`config.mk`:
```
export PLATFORM = sky130hd
export DESIGN_NAME = tec_timer_top
export DESIGN_NICKNAME = d
export VERILOG_FILES = /design/src/tec_edge_sync.v /design/src/tec_prescaler.v /design/src/tec_timer_top.v
export VERILOG_INCLUDE_DIRS = /design/src
export SDC_FILE = /design/constraint.sdc
export NUM_CORES = 1
export LEC_CHECK = 0
export BUFFER_PORTS_ARGS = -buffer_cell sky130_fd_sc_hd__buf_4
export CAP_MARGIN = 40
export CORE_UTILIZATION = 35
export CTS_BUF_LIST = sky130_fd_sc_hd__clkbuf_8
export CTS_CLUSTER_DIAMETER = 150
export DETAILED_ROUTE_END_ITERATION = 12
export PLACE_DENSITY = 0.54
export RECOVER_POWER = 100
export SYNTH_ARGS = -nofsm -noshare
export SYNTH_HDL_FRONTEND = slang
export SYNTH_HIERARCHICAL = 1
export SYNTH_SLANG_ARGS = --single-unit
```
`constraint.sdc`:
```
create_clock -name ref_clk -period 4.96 [get_ports ref_clk]
set_input_delay 0.496 -clock ref_clk [delete_from_list [all_inputs] [get_ports ref_clk]]
set_output_delay 0.496 -clock ref_clk [all_outputs]
set_load 0.02 [all_outputs]
```
`src/tec_defines.vh`:
```
// Register map, field layout and constants of the dual timer/event counter
`ifndef TEC_DEFINES_VH
`define TEC_DEFINES_VH

// Wishbone word indices (byte address = 4 * index)
`define TEC_IDX_T0_COUNT   6'h00
`define TEC_IDX_T1_COUNT   6'h01
`define TEC_IDX_T0_CONTROL 6'h02
`define TEC_IDX_T1_CONTROL 6'h03
`define TEC_IDX_IRQ_ENABLE 6'h04
`define TEC_IDX_OVF_STATUS 6'h05

// Control register fields
`define TEC_MODE_HI        7
`define TEC_MODE_LO        6
`define TEC_RUN_BIT        4
`define TEC_EDGE_BIT       3
`define TEC_PSC_HI         2
`define TEC_PSC_LO         0

// Mode field codes
`define TEC_MODE_TIMER     2'h2
`define TEC_MODE_EVENT     2'h1
`define TEC_MODE_PULSE     2'h3

// Writable bits of each control register, reserved bits read zero
`define TEC_CTL0_MASK      8'hDF
`define TEC_CTL1_MASK      8'hD8

// Reset values
`define TEC_CTL_RST        8'h00
`define TEC_CNT_RST        8'h00
`define TEC_PRE_RST        8'h00
`define TEC_IEN_RST        2'h0
`define TEC_STAT_RST       2'h0
`define TEC_DAT_RST        32'h00000000

// Misc widths and values
`define TEC_CNT_FULL       8'hFF
`define TEC_RD_PAD         24'h000000
`define TEC_RD_PAD2        6'h00
`define TEC_PSC_ALL        8'hFF
`define TEC_PSC_TOP        3'h7
`define TEC_PSC_RST        8'h00

// Idle level of a timer input pin with its pull-high
`define TEC_PIN_IDLE       1'b1

`endif

```
`src/tec_edge_sync.v`:
```
// Two-flop synchroniser with edge detection for a timer input pin
`timescale 1ns/10ps
`include "tec_defines.vh"

module tec_edge_sync (
  // Clock and reset
  input  wire ref_clk,
  input  wire rstn,
  // Raw pin
  input  wire pinIn,
  // Synchronised level and edges
  output wire pinLevel,
  output wire pinRise,
  output wire pinFall
);

  reg meta_q;
  reg sync_q;
  reg prev_q;

  always @(posedge ref_clk) begin
    if (!rstn) begin
      // Reset to the idle level so no false edge follows reset
      meta_q <= `TEC_PIN_IDLE;
      sync_q <= `TEC_PIN_IDLE;
      prev_q <= `TEC_PIN_IDLE;
    end else begin
      meta_q <= pinIn;
      sync_q <= meta_q;
      prev_q <= sync_q;
    end
  end

  assign pinLevel = sync_q;
  assign pinRise  = sync_q & ~prev_q;
  assign pinFall  = ~sync_q & prev_q;

endmodule

```
`src/tec_prescaler.v`:
```
// Eight-stage prescaler giving a divided internal count tick
`timescale 1ns/10ps
`include "tec_defines.vh"

module tec_prescaler (
  // Clock and reset
  input  wire       ref_clk,
  input  wire       rstn,
  // Division select, ratio is 2 to the power (ratio + 1)
  input  wire [2:0] ratio,
  // One-cycle tick at the falling edge of the selected stage
  output wire       tick
);

  reg  [7:0] stage_q;
  wire [7:0] stageMask;

  always @(posedge ref_clk) begin
    if (!rstn) begin
      stage_q <= `TEC_PSC_RST;
    end else begin
      stage_q <= stage_q + 8'h01;
    end
  end

  // Selected stage falls when all stages up to it are ones
  assign stageMask = `TEC_PSC_ALL >> (`TEC_PSC_TOP - ratio);
  assign tick      = &(stage_q | ~stageMask);

endmodule

```
`src/tec_timer_top.v`:
```
// Dual 8-bit timer/event counter with Wishbone register access
//
// The Wishbone register port and the register offsets were chosen for this implementation.
`timescale 1ns/10ps
`include "tec_defines.vh"

module tec_timer_top (
  // Clock and reset
  input  wire        ref_clk,
  input  wire        rstn,
  // Wishbone slave
  input  wire        wb_cyc_i,
  input  wire        wb_stb_i,
  input  wire        wb_we_i,
  input  wire [7:0]  wb_adr_i,
  input  wire [3:0]  wb_sel_i,
  input  wire [31:0] wb_dat_i,
  output reg  [31:0] wb_dat_o,
  output reg         wb_ack_o,
  // External timer inputs and power state
  input  wire        ctr0ExtInputPin,
  input  wire        ctr1ExtInputPin,
  input  wire        powerDown,
  // Interrupt and wake-up requests
  output reg         ctr0IrqReq,
  output reg         ctr1IrqReq,
  output reg         wakeReq
);

  // Per-channel register values and shared registers
  wire [7:0] cntVal [0:1];
  wire [7:0] ctlVal [0:1];
  reg  [1:0] ien_q;
  reg  [1:0] stat_q;

  // Bus decode
  wire       accessReq;
  wire [5:0] wordIdx;
  wire       wrNow;
  wire       rdTake;
  wire [1:0] hitCount;
  wire [1:0] hitCtrl;
  wire       hitIen;
  wire       hitStat;
  wire [7:0] ctlMask [0:1];

  // Pin and clock sources
  wire [1:0] pinLvl;
  wire [1:0] pinRise;
  wire [1:0] pinFall;
  wire       pscTick;
  wire [1:0] intTick;

  // Per-channel decoded control
  wire [1:0] runOn;
  wire [1:0] edgeSel;
  wire [1:0] isTimer;
  wire [1:0] isEvent;
  wire [1:0] isPulse;
  wire [1:0] actLvl;
  wire [1:0] evEdge;
  wire [1:0] pwStart;
  wire [1:0] pwEnd;
  wire [1:0] inhibit;
  wire [1:0] step;
  wire [1:0] ovfNow;
  reg  [7:0] rdByte;

  assign accessReq = wb_cyc_i & wb_stb_i;
  assign wordIdx   = wb_adr_i[7:2];
  // Writes land on the edge where the master sees ack
  assign wrNow     = accessReq & wb_we_i & wb_ack_o & wb_sel_i[0];
  assign rdTake    = accessReq & ~wb_ack_o;

  assign hitCount[0] = (wordIdx == `TEC_IDX_T0_COUNT);
  assign hitCount[1] = (wordIdx == `TEC_IDX_T1_COUNT);
  assign hitCtrl[0]  = (wordIdx == `TEC_IDX_T0_CONTROL);
  assign hitCtrl[1]  = (wordIdx == `TEC_IDX_T1_CONTROL);
  assign hitIen      = (wordIdx == `TEC_IDX_IRQ_ENABLE);
  assign hitStat     = (wordIdx == `TEC_IDX_OVF_STATUS);

  assign ctlMask[0] = `TEC_CTL0_MASK;
  assign ctlMask[1] = `TEC_CTL1_MASK;

  // Pin synchronisers
  tec_edge_sync u_sync0 (
    .ref_clk  (ref_clk),
    .rstn     (rstn),
    .pinIn    (ctr0ExtInputPin),
    .pinLevel (pinLvl[0]),
    .pinRise  (pinRise[0]),
    .pinFall  (pinFall[0])
  );

  tec_edge_sync u_sync1 (
    .ref_clk  (ref_clk),
    .rstn     (rstn),
    .pinIn    (ctr1ExtInputPin),
    .pinLevel (pinLvl[1]),
    .pinRise  (pinRise[1]),
    .pinFall  (pinFall[1])
  );

  // Counter 0 internal clock through the prescaler
  tec_prescaler u_psc0 (
    .ref_clk (ref_clk),
    .rstn    (rstn),
    .ratio   (ctlVal[0][`TEC_PSC_HI:`TEC_PSC_LO]),
    .tick    (pscTick)
  );

  // Internal clock stops in power-down; counter 1 is undivided
  assign intTick[0] = pscTick & ~powerDown;
  assign intTick[1] = ~powerDown;

  // Per-channel counter slices
  genvar g;
  generate
    for (g = 0; g < 2; g = g + 1) begin : chan
      reg  [7:0] cnt_q;
      reg  [7:0] pre_q;
      reg  [7:0] ctl_q;
      reg        busy_q;
      wire [1:0] modeSel;
      wire       ctlWr;
      wire       cntWr;
      wire       endEdge;
      wire       timerStep;
      wire       eventStep;
      wire       pulseStep;

      // Register write strobes
      assign ctlWr = wrNow & hitCtrl[g];
      assign cntWr = wrNow & hitCount[g];

      // Mode decode
      assign modeSel    = ctl_q[`TEC_MODE_HI:`TEC_MODE_LO];
      assign runOn[g]   = ctl_q[`TEC_RUN_BIT];
      assign edgeSel[g] = ctl_q[`TEC_EDGE_BIT];
      assign isTimer[g] = (modeSel == `TEC_MODE_TIMER);
      assign isEvent[g] = (modeSel == `TEC_MODE_EVENT);
      assign isPulse[g] = (modeSel == `TEC_MODE_PULSE);

      // Pin conditions; pulse edge 0 is a low pulse, edge 1 a high pulse
      assign evEdge[g]  = edgeSel[g] ? pinFall[g] : pinRise[g];
      assign actLvl[g]  = edgeSel[g] ? pinLvl[g] : ~pinLvl[g];
      assign pwStart[g] = edgeSel[g] ? pinRise[g] : pinFall[g];
      assign endEdge    = edgeSel[g] ? pinFall[g] : pinRise[g];
      assign pwEnd[g]   = busy_q & isPulse[g] & endEdge;

      // Counting clock of each mode, suppressed during count access
      assign inhibit[g] = accessReq & hitCount[g];
      assign timerStep  = isTimer[g] & intTick[g];
      assign eventStep  = isEvent[g] & evEdge[g];
      assign pulseStep  = isPulse[g] & busy_q & actLvl[g] & ~pwEnd[g] & intTick[g];
      assign step[g]    = runOn[g] & ~inhibit[g] & (timerStep | eventStep | pulseStep);
      assign ovfNow[g]  = step[g] & (cnt_q == `TEC_CNT_FULL);

      // Values seen by the read mux and prescaler
      assign cntVal[g] = cnt_q;
      assign ctlVal[g] = ctl_q;

      // Control register; software write wins over the run-bit clear
      always @(posedge ref_clk) begin
        if (!rstn) begin
          ctl_q <= `TEC_CTL_RST;
        end else if (ctlWr) begin
          ctl_q <= wb_dat_i[7:0] & ctlMask[g];
        end else if (pwEnd[g]) begin
          ctl_q[`TEC_RUN_BIT] <= 1'b0;
        end
      end

      // Pulse measurement arms on the start edge only
      always @(posedge ref_clk) begin
        if (!rstn) begin
          busy_q <= 1'b0;
        end else if (~runOn[g] | ~isPulse[g] | pwEnd[g]) begin
          busy_q <= 1'b0;
        end else if (pwStart[g]) begin
          busy_q <= 1'b1;
        end
      end

      // Preload register takes every count write
      always @(posedge ref_clk) begin
        if (!rstn) begin
          pre_q <= `TEC_PRE_RST;
        end else if (cntWr) begin
          pre_q <= wb_dat_i[7:0];
        end
      end

      // Counter: direct load only while stopped
      always @(posedge ref_clk) begin
        if (!rstn) begin
          cnt_q <= `TEC_CNT_RST;
        end else if (cntWr & ~runOn[g]) begin
          cnt_q <= wb_dat_i[7:0];
        end else if (ovfNow[g]) begin
          cnt_q <= pre_q;
        end else if (step[g]) begin
          cnt_q <= cnt_q + 8'h01;
        end
      end
    end
  endgenerate

  // Interrupt enables and sticky overflow status
  always @(posedge ref_clk) begin
    if (!rstn) begin
      ien_q  <= `TEC_IEN_RST;
      stat_q <= `TEC_STAT_RST;
    end else begin
      if (wrNow & hitIen) begin
        ien_q <= wb_dat_i[1:0];
      end
      // Set wins over write-one-to-clear
      if (wrNow & hitStat) begin
        stat_q <= (stat_q & ~wb_dat_i[1:0]) | ovfNow;
      end else begin
        stat_q <= stat_q | ovfNow;
      end
    end
  end

  // Request outputs
  always @(posedge ref_clk) begin
    if (!rstn) begin
      ctr0IrqReq <= 1'b0;
      ctr1IrqReq <= 1'b0;
      wakeReq    <= 1'b0;
    end else begin
      ctr0IrqReq <= ovfNow[0] & ien_q[0];
      ctr1IrqReq <= ovfNow[1] & ien_q[1];
      wakeReq    <= |ovfNow;
    end
  end

  // Read mux
  always @* begin
    rdByte = `TEC_CNT_RST;
    case (wordIdx)
      `TEC_IDX_T0_COUNT:   rdByte = cntVal[0];
      `TEC_IDX_T1_COUNT:   rdByte = cntVal[1];
      `TEC_IDX_T0_CONTROL: rdByte = ctlVal[0];
      `TEC_IDX_T1_CONTROL: rdByte = ctlVal[1];
      `TEC_IDX_IRQ_ENABLE: rdByte = {`TEC_RD_PAD2, ien_q};
      `TEC_IDX_OVF_STATUS: rdByte = {`TEC_RD_PAD2, stat_q};
      default:             rdByte = `TEC_CNT_RST;
    endcase
  end

  // Wishbone answer: ack one cycle after the request
  always @(posedge ref_clk) begin
    if (!rstn) begin
      wb_ack_o <= 1'b0;
      wb_dat_o <= `TEC_DAT_RST;
    end else begin
      wb_ack_o <= rdTake;
      if (rdTake) begin
        wb_dat_o <= {`TEC_RD_PAD, rdByte};
      end
    end
  end

endmodule

```
==> impl_metrics.py, run 1 <==
metrics = {
    "critical_path": {
        "crit_chain": "inv_1 -> o21ai_0 -> a221oi_1 -> o211a_1 -> nand3b_1 -> o22ai_1 -> o21ai_0 -> nor2_1 -> and3_1",
        "crit_type": "reg -> reg",
        "timing.rr.start": "chan[0].ctl_q[1]",
        "crit_slowest_cell": "o21ai_0",
        "worstReg2RegEnd": "ctr0IrqReq",
        "cp-end-kind": "register",
        "ff2ff_setup_slack_ps": 2170,
        "cp-startpoint": "chan[0].ctl_q[1]",
        "critPathMaxFanout": 9,
        "cp.required_ps": 5210,
        "critPathMaxStageDelay_ps": 930,
        "start_kind": "register",
        "path_common_cell": "o21ai_0",
        "crit_family": "compound AO/OA/AOI/OAI gates",
        "cp.arrival_ps": 3040,
        "crit_buf_inv": 1,
        "reg2reg_depth": 9,
    },
    "global_route": {
        "grt_pass1_wl_um": 15900,
        "busiest_layer": "met2",
        "antenna_found_initial": 0,
        "grt_max_degree": 25,
        "grt_util_met3_pct": 2.92,
        "grt-ovfl-total": 0,
        "grt_usage_pct": 18.4,
        "grt_pass1_vias": 3001,
        "use_met2_pct": 28.9,
        "grtUsageMet1_pct": 24.8,
    },
    "sta": {
        "setup_viol": 0,
        "worst_pin_slew_ps": 1370,
        "max_freq_mhz": 358,
        "slew_violations": 0,
        "fin_crit_ps": 2790,
        "rsz0062_at_grt": "false",
        "slew-limit-headroom_pct": 7.55,
        "skew_ps": 9.68,
        "post-route-period-util_pct": 56.3,
        "timing.hold.ws_ps": 328,
        "report.final.hold_viol_count": 0,
        "setup_tns_ps": 0,
    },
    "synthesis": {
        "ys_seq_elements": 75,
        "synth_edf_count": 0,
        "netlist_area_um2": 3840,
        "synthCells": 437,
        "ys_seq_area_share_pct": 39.1,
        "syn_avg_cell_area_um2": 8.78,
        "ys.flop_type": "dfxtp_1",
        "synthArstFlopShare_pct": 0,
        "synth.distinct_cells": 60,
        "yosysWarnings": 6,
    },
    "routing": {
        "vias_per_cell": 5.39,
        "dr.pass1.iters": 4,
        "routed_wl_um": 9970,
        "wl_per_cell_um": 16.5,
        "ant_nets": 0,
        "drc": 0,
        "drt_iter0_drc": 154,
        "vias": 3267,
    },
    "min_path": {
        "hp-start": "ctr0ExtInputPin",
        "holdCritPathClass": "in -> reg",
        "hold_depth": 2,
        "hold-path-endpoint": "u_sync0/meta_q",
    },
    "clocking": {
        "root_buffer": "clkbuf_8",
        "post-cts-setup-buffer-count": 0,
        "clock_path_buffers": 2,
        "clock_sinks": 75,
        "cts_inserted_buffers": 9,
        "cts_tree": "yes",
        "worstSkewPairLatency_ps": 360,
        "ctsResizeCount": 0,
        "htree_levels": 3,
        "clk_pin_slew_ps": 70,
        "cts_hold_repair.buffers": 0,
    },
    "layout": {
        "final_cells": 606,
        "nFillCells": 1077,
        "diodes": 0,
        "drive_gt1_share_pct": 10.0,
        "nNetsFinal": 520,
        "area_growth_pct": 10.1,
    },
    "placed_design": {
        "dpl.hpwl_um": 7060,
        "gp_congestion": 0.838,
        "io_buffers": 34,
        "placed_cells": 590,
    },
    "die": {
        "rows": 37,
        "initial_core_util_pct": 36.7,
        "design.core.area_um2": 10500,
        "ios": 88,
        "die_h_um": 107,
        "die_area_um2": 11400,
        "dieWidth_um": 107,
    },
    "power": {
        "p_leak_nw": 1.52,
        "peakVddDrop_uv": 102,
        "power.density_nw_per_um2": 271,
    },
    "run": {
        "drv_cap": 0,
    },
    "run_status": {
        "status": "finished clean",
    },
}
==> area by class of cell <==
cell class	count	area, um2	share of cell area, %
clock buffers	10	138	3.26
clock inverters	6	50.0	1.19
well taps	136	170	4.03
inverters	5	18.8	0.444
flip-flops and latches	75	1500	35.6
repair buffers	37	219	5.19
multi-input cells	337	2130	50.3
==> state kept, by name, indices dropped and copies added, names as in the netlist, 2 cells and up <==
name / count
chan.busy_q: 2
ien_q: 2
u_psc0/stage_q: 8
chan.ctl_q: 11
wb_dat_o: 8
chan.pre_q: 16
stat_q: 2
chan.cnt_q: 16
==> placed cells by master (no fill, tap or decap), types with 11 or more instances in the layout <==
master    netlist  layout
dfxtp_1        75      75
nand2_1        47      47
nor2_1         38      38
nand3_1        27      27
mux2i_1        26      26
a21oi_1        24      24
conb_1          1      24
buf_4          24      21
clkbuf_1       13      15
o21ai_0        10      11
==> cell usage after synthesis, drive strengths merged (5+ instances only) <==
cell	n	area share, %
dfxtp	75	39
nand2	47	4.6
nor2	38	3.7
buf	30	5.7
nand3	27	3.5
mux2i	26	6.8
a21oi	24	3.1
clkbuf	13	1.3
o21ai	12	1.7
nand4	10	1.6
a221o	8	2.1
a31oi	8	1.3
nand2b	8	1.3
nor2b	7	1.1
and2	6	0.98
nor4	6	1.5
o21a	6	1.2
or3	6	0.98
a21boi	5	0.98
inv	5	0.49
nor3	5	0.95
==> through the flow <==
stage,power (mW),setup slack [ps],instance area (um2),util [%]
floorplan,0.684,2850,3920,-
global placement,0.703,2340,4090,39.1
detailed placement,0.706,2430,4120,39.4
CTS,1.16,2500,4310,41.2
global route,1.19,1940,4220,40.4
finish,1.15,2170,4220,40.4
==> worst max path at each step <==
stage | cells past startpoint | end | slack [ps]
after floorplan | 6 | chan[1].cnt_q[0] | 2850
after global placement | 6 | chan[0].cnt_q[6] | 2340
after detailed placement | 5 | chan[1].cnt_q[3] | 2430
after CTS | 9 | chan[0].cnt_q[5] | 2500
after global routing | 9 | ctr0IrqReq | 1940
final | 9 | ctr0IrqReq | 2170
==> where the power goes <==
group	switching (mW)	leakage (nW)	internal, mW
Sequential	0.00336	0.606	0.606
Combinational	0.0556	0.803	0.0229
Clock	0.220	0.111	0.238
==> metal layers <==
layer,up-vias,share of wire (%)
met5,-,0
met4,0,1.9
met3,13,6.9
met2,117,45
met1,1533,47
li1,1604,-
==> logic make-up (layout without fill, tap and decap cells) <==
logic type / Yosys count / in the layout / share of synthesized area, %
AND/OR/NAND/NOR: 178 / 178 / 24.0
flip-flops: 75 / 75 / 39.1
other: 1 / 24 / 0.0978
XOR/XNOR: 7 / 7 / 1.60
multiplexers: 33 / 33 / 10.0
AO/OA/AOI/OAI: 92 / 92 / 16.7
buffers and inverters: 48 / 58 / 7.47
adder cells (fa/ha/maj): 3 / 3 / 0.979
(Power assumes the default switching activity.)
==> inputs of run 2 (changes only) <==
- PLACE_DENSITY: 0.54 -> 0.56
- clock period: 4.96 -> 2.5 ns (I/O delays scaled with it)
==> run 2 against run 1 <==
Die area did not move. Power rose by 90%. Utilization rose by 0.31 points. Combinational power rose by 110%. Non-clock buffer count rose by 9. Worst setup slack got worse by 1900 ps. Critical endpoint is now chan[1].cnt_q[7]. Largest cell class unchanged. Clock skew rose by 6.2 ps. Hold slack got worse by 250 ps.
==> impl_metrics.py, run 2 (same netlist as run 1, synthesis figures left out) <==
metrics = {
    "clocking": {
        "ctsResizeCount": 0,
        "root_buffer": "clkbuf_8",
        "post-cts-setup-buffer-count": 0,
        "clock_path_buffers": 2,
        "clock_sinks": 75,
        "cts_inserted_buffers": 9,
        "worstSkewPairLatency_ps": 350,
        "clk_pin_slew_ps": 70,
        "cts_tree": "yes",
        "cts_hold_repair.buffers": 0,
        "htree_levels": 3,
    },
    "sta": {
        "setup_tns_ps": 0,
        "skew_ps": 15.9,
        "worst_pin_slew_ps": 1010,
        "report.final.hold_viol_count": 0,
        "post-route-period-util_pct": 88.9,
        "slew-limit-headroom_pct": 32.6,
        "slew_violations": 0,
        "rsz0062_at_grt": "false",
        "setup_viol": 0,
        "fin_crit_ps": 2220,
        "max_freq_mhz": 450,
    },
    "run": {
        "drv_cap": 0,
    },
    "routing": {
        "dr.pass1.iters": 4,
        "ant_nets": 0,
        "routed_wl_um": 9750,
        "wl_per_cell_um": 15.9,
        "drt_iter0_drc": 172,
        "drc": 0,
        "vias_per_cell": 5.42,
        "vias": 3318,
    },
    "critical_path": {
        "cp.arrival_ps": 2520,
        "cp.required_ps": 2790,
        "start_kind": "register",
        "critPathMaxFanout": 10,
        "cp-end-kind": "register",
        "crit_type": "reg -> reg",
    },
    "layout": {
        "nNetsFinal": 529,
        "drive_gt1_share_pct": 11.8,
        "diodes": 0,
        "layout_commonest_cell": "dfxtp_1",
        "reg.largest.list": "chan.cnt_q (16), chan.pre_q (16), chan.ctl_q (11)",
        "area_growth_pct": 10.9,
        "layout_common_cells": "dfxtp_1, nand2_1, nor2_1",
    },
    "die": {
        "initial_core_util_pct": 36.7,
        "rows": 37,
        "design.core.area_um2": 10500,
        "ios": 88,
        "die_area_um2": 11400,
        "die_h_um": 107,
        "dieWidth_um": 107,
    },
    "power": {
        "peakVddDrop_uv": 187,
        "p_leak_nw": 1.52,
        "power.density_nw_per_um2": 513,
        "power.total_mw": 2.18,
    },
    "global_route": {
        "antenna_found_initial": 0,
        "grt_usage_pct": 18.1,
        "grt_max_degree": 24,
        "grt_pass1_vias": 3002,
        "grt-ovfl-total": 0,
        "grt_pass1_wl_um": 15600,
    },
    "min_path": {
        "holdCritPathClass": "in -> reg",
    },
    "placed_design": {
        "io_buffers": 34,
        "dpl.hpwl_um": 7030,
        "gp_congestion": 0.852,
    },
    "run_status": {
        "status": "finished clean",
    },
}
## run 2: cell count changes in the layout (fill, tap and decap cells not counted), sizes merged
| cell | before | now |
|---|---|---|
| inv | 9 | 5 |
| clkinvlp | 0 | 1 |
| buf | 22 | 30 |
| clkinv | 1 | 2 |
| clkbuf | 25 | 26 |
| bufinv | 1 | 0 |
## run 2: metal layers
metal | GRT usage [%] | up-vias | wire, um
met5 | 0 | - | 0
met4 | 7.14 | 0 | 262
li1 | - | 1621 | -
met3 | 4.74 | 25 | 610
met2 | 27.6 | 115 | 4190
met1 | 24.2 | 1557 | 4690
## run 2: cell type report
cell class / count / area (um2)
well taps: 136 / 170
repair buffers: 46 / 282
inverters: 5 / 18.8
clock buffers: 10 / 138
flip-flops and latches: 75 / 1500
clock inverters: 3 / 17.5
multi-input cells: 337 / 2130
fillers: 1086 / 6210
## run 2: worst max-delay path, cell delays in order, from the launching register on
cell and delay, ps:
dfxtp_1 480, mux2i_1 270, nor3b_1 90, o31ai_2 710
o311a_2 430, a221o_1 180
## run 2: per-stage QoR
stage | util, % | hold WS, ps | worst slack (ps) | instances | area [um2]
CTS | 41.3 | 69.7 | 262 | 612 | 4330
finish | 40.7 | 82.3 | 278 | 612 | 4260
global route | 40.7 | 69.9 | 43.6 | 612 | 4260
floorplan | - | 323 | 636 | 460 | 3920
detailed placement | 39.9 | 393 | 272 | 599 | 4170
global placement | 39.9 | 393 | 273 | 599 | 4170
## run 2: final timing paths
check	startpoint	to	depth (start not counted)	slack [ps]
worst max-delay path	chan[1].ctl_q[3]	chan[1].cnt_q[7]	5	280
worst min-delay path	ctr1ExtInputPin	u_sync1/meta_q	2	80
worst max register to register	chan[1].ctl_q[3]	chan[1].cnt_q[7]	5	280
worst min register to register	u_sync0/meta_q	u_sync0/pinLevel	1	410
## run 2: power breakdown
part	switching [mW]	leakage [nW]	total [mW]	internal [mW]
combinational	0.111	0.832	0.161	0.0494
sequential	0.00684	0.606	1.21	1.20
clock	0.445	0.0799	0.813	0.368
==> inputs of run 3 (changes only) <==
- BUFFER_PORTS_ARGS: -buffer_cell sky130_fd_sc_hd__buf_4 -> not set
- DONT_BUFFER_PORTS: not set -> 1
- PLACE_DENSITY: 0.56 -> 0.49
==> run 3 against run 2 <==
Largest power group unchanged. Cell area down 3.1%. Utilization decreased by 1.3 points. Sequential share of layout area increased by 1.1 points. Via count decreased by 6.0%. Sequential power about the same. Clock power grew 16%. Count of clock-buffer cells in the layout stayed put. Register-to-register slack got worse by 70 ps. Non-clock buffer count down 31. Critical path type unchanged.
==> impl_metrics.py, run 3 (same netlist as run 1, synthesis figures left out) <==
metrics = {
    "routing": {
        "wl_met3_um": 725,
        "drc": 0,
        "wl_met1_um": 4800,
        "routed_wl_um": 10200,
        "vias_per_cell": 5.34,
        "dr.pass1.iters": 4,
        "drt_iter0_drc": 234,
        "vias": 3119,
        "met2_length_um": 4540,
        "wl_per_cell_um": 17.5,
        "highest_layer": "met4",
        "ant_nets": 0,
    },
    "placed_design": {
        "gp_congestion": 0.801,
        "io_buffers": 0,
        "dpl.hpwl_um": 7190,
        "placed_area_um2": 3910,
    },
    "clocking": {
        "worstSkewPairLatency_ps": 360,
        "clock_sinks": 75,
        "clk_pin_slew_ps": 70,
        "htree_levels": 3,
        "clock_path_buffers": 2,
        "root_buffer": "clkbuf_8",
        "cts_inserted_buffers": 9,
        "cts_tree": "yes",
    },
    "sta": {
        "report.final.hold_viol_count": 0,
        "setup_viol": 0,
        "rsz0062_at_grt": "false",
        "slew-limit-headroom_pct": 56.3,
        "max_freq_mhz": 437,
        "post-route-period-util_pct": 91.6,
        "skew_ps": 9.10,
        "slew_violations": 0,
        "fin_crit_ps": 2290,
        "timing.hold.ws_ps": 20.5,
        "worst_pin_slew_ps": 656,
        "setup_tns_ps": 0,
    },
    "power": {
        "p_sw_mw": 0.542,
        "power.internal_mw": 1.71,
        "swShare_pct": 24.0,
        "power.density_nw_per_um2": 547,
        "pwr-share-seq_pct": 53.6,
        "pwr-share-comb_pct": 4.5,
        "p_leak_nw": 1.44,
        "pwr-share-clk_pct": 41.8,
        "peakVddDrop_uv": 181,
        "power.total_mw": 2.25,
    },
    "die": {
        "die_h_um": 107,
        "ios": 88,
        "die_area_um2": 11400,
        "design.core.area_um2": 10500,
        "dieWidth_um": 107,
        "rows": 37,
        "initial_core_util_pct": 36.7,
    },
    "critical_path": {
        "crit_type": "reg -> reg",
        "critPathMaxFanout": 10,
        "cp.arrival_ps": 2540,
        "cp.required_ps": 2750,
        "ff2ff_setup_slack_ps": 210,
        "cp-end-kind": "register",
        "start_kind": "register",
    },
    "global_route": {
        "grt_max_degree": 21,
        "grt_pass1_wl_um": 16200,
        "grt_usage_pct": 18.8,
        "antenna_found_initial": 0,
        "grt_pass1_vias": 2959,
        "grt-ovfl-total": 0,
    },
    "layout": {
        "drive_gt1_share_pct": 8.04,
        "reg.largest.list": "chan.cnt_q (16), chan.pre_q (16), chan.ctl_q (11)",
        "layout_common_cells": "dfxtp_1, nand2_1, nor2_1",
        "diodes": 0,
        "layout_commonest_cell": "dfxtp_1",
        "nFillCells": 1106,
        "design_area_um2": 4120,
        "fin_util_pct": 39.4,
        "nNetsFinal": 498,
        "area_growth_pct": 7.47,
    },
    "run_status": {
        "status": "finished clean",
    },
    "min_path": {
        "holdCritPathClass": "in -> reg",
    },
    "run": {
        "drv_cap": 0,
    },
}
[run 3: path summary, 6_finish.rpt]
path / start / to / cells after the start
worst max register to register: u_sync1/pinLevel / chan[1].cnt_q[7] / 7
worst min-delay path: rstn / u_psc0/stage_q[2] / 1
worst min register to register: u_sync0/meta_q / u_sync0/pinLevel / 1
worst max-delay path: u_sync1/pinLevel / chan[1].cnt_q[7] / 7
[run 3: critical path, cell delays in order (launching register included)]
cell,delay (ps)
dfxtp_1,340
nor2b_1,150
or3_1,340
a211oi_1,300
o31ai_2,80
clkbuf_1,260
o311a_1,330
a221o_1,380
[run 3: area by class of cell]
class / count / area [um2] / area share (%)
clock inverters: 6 / 56.3 / 1.37
repair buffers: 15 / 111 / 2.70
well taps: 136 / 170 / 4.13
multi-input cells: 337 / 2130 / 51.6
flip-flops and latches: 75 / 1500 / 36.4
inverters: 5 / 18.8 / 0.455
clock buffers: 10 / 138 / 3.34
[run 3: per-layer routing]
layer,track usage [%],vias to the layer above
met5,0,-
met2,29.0,88
met1,25.4,1462
met4,6.36,0
met3,5.05,11
li1,-,1558
[run 3: through the flow]
step                cells  setup WS (ps)
finish                584            211
global route          584           27.0
floorplan             460            636
global placement      564            297
detailed placement    564            250
CTS                   583            229
[run 3: power groups by stage]
stage | registers (mW) | logic (mW) | clock network [mW]
2_1_floorplan | 1.24 | 0.120 | 0
3_3_place_gp | 1.24 | 0.0942 | 0
3_5_place_dp | 1.24 | 0.0939 | 0
4_1_cts | 1.21 | 0.100 | 0.970
5_1_grt | 1.21 | 0.112 | 1.03
6_report | 1.21 | 0.102 | 0.943
[run 3: what timing repair did]
item,in CTS,in global routing
buffers inserted,0,0
hold buffers,3,1
endpoints found under the setup margin,0,0
gates resized for setup,0,0
hold endpoints to repair,7,2
